$ cat src/verilog/rsdir_pkg.sv
// Package with register offsets, mode codes and reset values for the RS-485 direction control.
package rsdir_pkg;
  localparam int RSDIR_ADDR_W = 3;
  localparam int RSDIR_DATA_W = 8;
  localparam logic [2:0] RSDIR_MODE_SEL_OFFSET = 3'h7;
  localparam logic [7:0] RSDIR_MODE_FOUR_WIRE = 8'h00;
  localparam logic [7:0] RSDIR_MODE_DTR_ECHO = 8'h01;
  localparam logic [7:0] RSDIR_MODE_DTR_CTRL = 8'h02;
  localparam logic [7:0] RSDIR_MODE_AUTO = 8'h03;
  localparam logic [7:0] RSDIR_MODE_SEL_RESET = 8'h00;
  localparam int RSDIR_NUM_PORTS = 2;
  localparam int RSDIR_PORT_W = 1;

  typedef enum logic [3:0] {
    RSDIR_FOUR_WIRE = 4'h1,
    RSDIR_DTR_ECHO = 4'h2,
    RSDIR_DTR_CTRL = 4'h4,
    RSDIR_AUTO = 4'h8
  } rsdir_mode_t;
endpackage

$ cat src/verilog/rsdir_mode_mem.sv
`timescale 1ns/1ps
// Per-port mode byte storage with registered read data.
module rsdir_mode_mem
  import rsdir_pkg::*;
(
  input wire logic clock,
  input wire logic rst,
  input wire logic writeEn,
  input wire logic [RSDIR_PORT_W-1:0] writePort,
  input wire logic [7:0] writeData,
  input wire logic [RSDIR_PORT_W-1:0] readPort,
  output logic [7:0] readData,
  output logic [RSDIR_NUM_PORTS*8-1:0] allModes
);
  logic [7:0] mem_r [RSDIR_NUM_PORTS];

  always_ff @(posedge clock) begin
    for (int i = 0; i < RSDIR_NUM_PORTS; i++) begin
      if (rst) begin
        mem_r[i] <= RSDIR_MODE_SEL_RESET;
      end else if (writeEn && writePort == i[RSDIR_PORT_W-1:0]) begin
        mem_r[i] <= writeData;
      end
    end
  end

  always_ff @(posedge clock) begin
    if (rst) begin
      readData <= RSDIR_MODE_SEL_RESET;
    end else begin
      readData <= mem_r[readPort];
    end
  end

  always_comb begin
    for (int i = 0; i < RSDIR_NUM_PORTS; i++) begin
      allModes[i*8 +: 8] = mem_r[i];
    end
  end
endmodule

$ cat src/verilog/rsdir_transceiver_ctrl.sv
`timescale 1ns/1ps
// RS-485 transceiver direction control behind the UART register window.
module rsdir_transceiver_ctrl
  import rsdir_pkg::*;
(
  input wire logic clock,
  input wire logic rst,
  input wire logic busWrite,
  input wire logic busRead,
  input wire logic [RSDIR_PORT_W-1:0] busPort,
  input wire logic [RSDIR_ADDR_W-1:0] busAddr,
  input wire logic [RSDIR_DATA_W-1:0] busWrData,
  output logic [RSDIR_DATA_W-1:0] busRdData,
  output logic busRdValid,
  input wire logic [RSDIR_NUM_PORTS-1:0] dtrN,
  input wire logic [RSDIR_NUM_PORTS-1:0] uart_transmit_ready_out,
  output logic [RSDIR_NUM_PORTS-1:0] txEnable,
  output logic [RSDIR_NUM_PORTS-1:0] rxEnable,
  output logic [RSDIR_NUM_PORTS-1:0] automatic_direction_control
);
  // Decodes a mode byte; codes above the four defined ones fall back to four-wire.
  function automatic rsdir_mode_t decodeMode(input logic [7:0] code);
    case (code)
      RSDIR_MODE_FOUR_WIRE: decodeMode = RSDIR_FOUR_WIRE;
      RSDIR_MODE_DTR_ECHO: decodeMode = RSDIR_DTR_ECHO;
      RSDIR_MODE_DTR_CTRL: decodeMode = RSDIR_DTR_CTRL;
      RSDIR_MODE_AUTO: decodeMode = RSDIR_AUTO;
      default: decodeMode = RSDIR_FOUR_WIRE;
    endcase
  endfunction

  wire logic modeSelHit;
  wire logic modeWrite;
  wire logic [RSDIR_NUM_PORTS*8-1:0] allModes;
  wire logic [7:0] memRdData;
  logic busRdValid_r;

  assign modeSelHit = (busAddr == RSDIR_MODE_SEL_OFFSET);
  assign modeWrite = busWrite && modeSelHit;

  rsdir_mode_mem u_modeMem (
    .clock(clock),
    .rst(rst),
    .writeEn(modeWrite),
    .writePort(busPort),
    .writeData(busWrData),
    .readPort(busPort),
    .readData(memRdData),
    .allModes(allModes)
  );

  always_ff @(posedge clock) begin
    if (rst) begin
      busRdValid_r <= 1'b0;
    end else begin
      busRdValid_r <= busRead && modeSelHit;
    end
  end

  assign busRdValid = busRdValid_r;
  assign busRdData = busRdValid_r ? memRdData : 8'h00;

  // Enables are decoded straight from the stored byte, so a write acts next cycle.
  always_comb begin
    for (int p = 0; p < RSDIR_NUM_PORTS; p++) begin
      rsdir_mode_t m;
      m = decodeMode(allModes[p*8 +: 8]);
      automatic_direction_control[p] = (m == RSDIR_AUTO);
      case (m)
        RSDIR_FOUR_WIRE: begin
          txEnable[p] = 1'b1;
          rxEnable[p] = 1'b1;
        end
        RSDIR_DTR_ECHO: begin
          txEnable[p] = dtrN[p];
          rxEnable[p] = 1'b1;
        end
        RSDIR_DTR_CTRL: begin
          txEnable[p] = dtrN[p];
          rxEnable[p] = ~dtrN[p];
        end
        RSDIR_AUTO: begin
          txEnable[p] = uart_transmit_ready_out[p];
          rxEnable[p] = ~uart_transmit_ready_out[p];
        end
        default: begin
          txEnable[p] = 1'b1;
          rxEnable[p] = 1'b1;
        end
      endcase
    end
  end
endmodule
$ cat config.mk
export PLATFORM = sky130hd
export DESIGN_NAME = rsdir_transceiver_ctrl
export DESIGN_NICKNAME = d
export VERILOG_FILES = /design/src/verilog/rsdir_pkg.sv /design/src/verilog/rsdir_mode_mem.sv /design/src/verilog/rsdir_transceiver_ctrl.sv
export SDC_FILE = /design/constraint.sdc
export NUM_CORES = 1
export LEC_CHECK = 0
export BUFFER_PORTS_ARGS = -buffer_cell sky130_fd_sc_hd__buf_4
export CORE_MARGIN = 2
export CORE_UTILIZATION = 35
export CTS_CLUSTER_SIZE = 10
export DETAILED_ROUTE_END_ITERATION = 16
export PLACE_DENSITY = 0.56
export SYNTH_ARGS = -nofsm -noshare
export SYNTH_HDL_FRONTEND = slang
export SYNTH_SLANG_ARGS = --single-unit
$ cat constraint.sdc
create_clock -name clock -period 1.8 [get_ports clock]
set_input_delay 0.09 -clock clock [delete_from_list [all_inputs] [get_ports clock]]
set_output_delay 0.09 -clock clock [all_outputs]
set_load 0.01 [all_outputs]
; ---- Yosys cells after proc, flatten, opt, wreduce, memory -nomap -nowiden
; Memories as Yosys holds them, arrays and structs flattened. A register that Yosys moved wholly into a read port is not among the register bits.
; Index checks and enable logic that the tools add are counted.
[word_totals]
mem_count = 1
out_inout_bits = 15
ramBits = 16
reg_bits = 1
[mem_list]
columns = memory, depth, word_bits, rd, rd_ports_with_merged_regs, wr, line_no
row1 = u_modeMem.mem_r, 2, 8, 3, 1, 2, rsdir_mode_mem.sv:15  ; logic [7:0] mem_r [RSDIR_NUM_PORTS];
[op_classes]
reduce_logical = 6
n_bitwise = 7
n_eq_ne = 13
n_mux = 17
[ops]
columns = op, count
row1 = $eq A8 B2 Y1 const B, 4
row2 = $mux W8, 3
row3 = $pmux W4 S3, 2
row4 = $eq A8 B1 Y1 const B, 2
row5 = $eq A4 B2 Y1 const B, 2
row6 = $eq A4 B3 Y1 const B, 2
row7 = $eq A4 B4 Y1 const B, 2
row8 = $mux W1, 8
row9 = $pmux W1 S2, 4
row10 = $not A1 Y1, 5
row11 = $logic_and A1 B1 Y1, 4
row12 = $reduce_or A2 Y1, 2
row13 = $eq A3 B3 Y1 const B, 1
row14 = $or A1 B1 Y1, 2

; ---- Longest topological paths before layout
[logic_depth]
depth_word = 7
ltp_mapped = 3
ltp_nobuf = 3

; ---- Cells and area by module
; From an unflattened synthesis, not the netlist that was laid out.
[unflattened]
cells_unflattened = 102
area_unflattened_um2 = 1177.4
[by_module_without_submodules]
columns = module, cells_per_inst, seq_area_each_um2, area_per_inst_um2, instances
row1 = rsdir_mode_mem, 72, 640.6, 938.4, 1
row2 = rsdir_transceiver_ctrl, 30, 20.0, 239.0, 1

; ---- Worst setup path after synthesis
; No wires, ideal clock.
[synth_timing]
path_kind = register to output
from = memory u_modeMem.mem_r[1][4]
to = output automatic_direction_control[1]
stages_incl_launch_ff = 4
path_buffers = 0
slack_ns = 0.453
t_arrival_ns = 1.257
required_ns = 1.710
path_cell_list = edfxtp_1 > or4_4 > nor3_4 > and3_1
[synth_rtl]
columns = item, line_no
row1 = from (decl), rsdir_mode_mem.sv:15
row2 = to (decl), rsdir_transceiver_ctrl.sv:19  ; output logic [RSDIR_NUM_PORTS-1:0] automatic_direction_control

==> results.cfg <==
[outcome]
status = finished with violations
violations = setup timing

[grt]
grt_max_degree = 16
grt_first_pass_wirelength_um = 3130
antenna_found_initial = 0
grt_pass1_vias = 707
grt_overflow = 0
track_usage_pct = 11.6

[place]
dp_cells = 171
routabilityCongestion = 0.720
numPortBuffers = 34
dp_hpwl_um = 1590

[timing]
setup_viol = 2
fmax_ghz = 0.551
fin_crit_ns = 1.82
tightest_slew_ns = 0.458
fin_worst_skew_ns = 0.0105
rsz0062_at_grt = true
hold_violations = 0
worst_slack_ns = -0.0156
fin_tns_setup_ns = -0.0256
slew_viol_final = 0
finalCritPeriodShare_pct = 101
max_slew_margin_pct = 69.3

[pwr]
vdd_ir_drop_max_mv = 0.481
p_leak_nw = 0.647
powerDensity_mw_per_mm2 = 671
sw_frac_of_total_pct = 22.1
clkPwrFrac_pct = 23.9
comb_power_share_pct = 10.4
p_sw_mw = 0.225
p_seq_share_pct = 65.7
intPower_mw = 0.791

[worst_hold_path]
min-delay-start = busAddr[0]
worstHoldPathType = in -> reg

[die]
rows = 20
die_h_um = 61.2
pin_count = 35
die_w_um = 61.2
core_mm2 = 0.00308
die-area_mm2 = 0.00374
initial_utilization_pct = 37.2

[synthesis]
syn-cell-area_mm2 = 0.00114
yosys_warnings = 0
seq_area_frac_synth_pct = 57.7
ys_seq_elements = 25
syn_nets = 113
synthCells = 93
yosysUniqueCellTypes = 19
synth_area_per_cell_um2 = 12.3

[clock_network]
cts_hold_buf = 0
cts_buffers = 3
cts_max_path_buffers = 2
clkSlewWorstSetupHoldPaths_ns = 0.13
numClockSinks = 25
clock_latency_ns = 0.31
cts_root_buf = clkbuf_4
htreeDepth = 1
cts_tree = yes

[critical_path]
startpoint_type = flip-flop
crit_path_end_kind = primary output
criticalPathCategory = reg -> out
path_max_fanout = 3
crit_required_ns = 1.71
rr_startpoint = u_modeMem.mem_r[1][1]$_SDFFCE_PN0P_
critPathLaunch = u_modeMem.mem_r[0][4]$_SDFFCE_PN0P_
arrival_ns = 1.73

[layout]
antenna_cells = 0
fin_nets = 153
layout_commonest_cell = buf_4
instances_no_fill = 176
drive_gt1_share_pct = 37.1
syn2layout_area_growth_pct = 32.2
final_cell_mix = 33 x buf_4, 24 x and2_1, 16 x edfxtp_1, 10 x mux2i_1, 9 x dfxtp_1
utilization_pct = 49.2

[routing]
drt-wirelength-per-cell_um = 11.3
first_pass_iters = 4
final_antenna_net_count = 0
drt_iter0_markers = 16
wl_um = 1980
drc = 0
via_per_inst = 4.47
vias = 786

[run]
cap_violations = 0
-- state kept, by name (all words and copies together) (netlist names) --
name                count
busRdValid              1
u_modeMem.readData      8
u_modeMem.mem_r        16
-- synthesized netlist by cell type, drive strengths merged --
library cell  instances  area (um^2)
and2                 24          150
edfxtp               16          480
mux2i                10          100
dfxtp                 9          180
nor2                  8         30.0
nor3                  4         52.6
nand3                 3         15.0
nor3b                 3         22.5
a21o                  2         15.0
and3                  2         12.5
mux2                  2         22.5
nand2                 2         7.51
o21bai                2         15.0
or4                   2         22.5
buf                   1         5.00
clkbuf                1         3.75
inv                   1         3.75
nand4                 1         6.26
-- power by group through the flow --
stage          Combinational [mW]  Clock (mW)  Sequential [mW]
6_report                    0.105       0.243            0.667
3_5_place_dp                0.105           0            0.681
2_1_floorplan              0.0537           0            0.674
4_1_cts                     0.107       0.260            0.668
3_3_place_gp                0.102           0            0.679
5_1_grt                     0.118       0.283            0.672
-- layout make-up --
type	instances	area (um^2)
clock buffer	3	22.5
clock inverter	1	7.51
fill	293	1560
inverter	1	3.75
multi-input combinational	65	472
sequential	25	661
tap	44	55.1
timing repair buffer	37	293
-- final timing paths --
| check | to | depth (start not counted) | slack [ns] |
|---|---|---|---|
| worst min register to register | u_modeMem.readData[4]$_SDFF_PP0_ | 2 | 0.54 |
| worst max-delay path | automatic_direction_control[0] | 4 | -0.02 |
| worst max register to register | u_modeMem.readData[1]$_SDFF_PP0_ | 2 | 0.98 |
| worst min-delay path | busRdValid$_SDFF_PP0_ | 3 | 0.03 |
-- metrics by stage --
| stage | instance area, um^2 | worst slack (ns) | hold slack [ns] | total power, mW |
|---|---|---|---|---|
| finish | 1510 | -0.0156 | 0.0296 | 1.02 |
| detailed placement | 1460 | 0.315 | 0.361 | 0.786 |
| CTS | 1500 | -0.0521 | 0.0138 | 1.03 |
| global route | 1510 | -0.119 | 0.0149 | 1.07 |
| floorplan | 1140 | 0.453 | 0.227 | 0.728 |
| global placement | 1460 | 0.352 | 0.358 | 0.782 |
-- metal layers --
metal	vias up	part of all wire, %	global-route usage [%]
li1	406	-	-
met1	363	47	14.2
met2	17	49	19.8
met3	0	3.9	4.41
met4	0	0	1.86
met5	-	0	0
-- worst max-delay path, stage by stage, from the launching register on --
cell	delay (ns)
edfxtp_1	0.41
or4_4	0.56
nor3_4	0.15
and3_1	0.18
buf_4	0.11
-- cells by family (layout without fill, tap and decap cells) --
group / count (synthesis) / count (layout) / share of synthesized area, %
buf+inv: 3 / 42 / 1.09
compound gates: 4 / 4 / 2.62
flops: 25 / 25 / 57.7
simple gates: 49 / 49 / 27.9
mux: 12 / 12 / 10.7
-- what timing repair did --
item                       in CTS  in global routing
pin swaps                       1                  2
setup endpoints to repair       3                  6
buffers inserted                1                  0
resized for setup               1                  3
No activity file was read; power rests on OpenSTA's default activity.
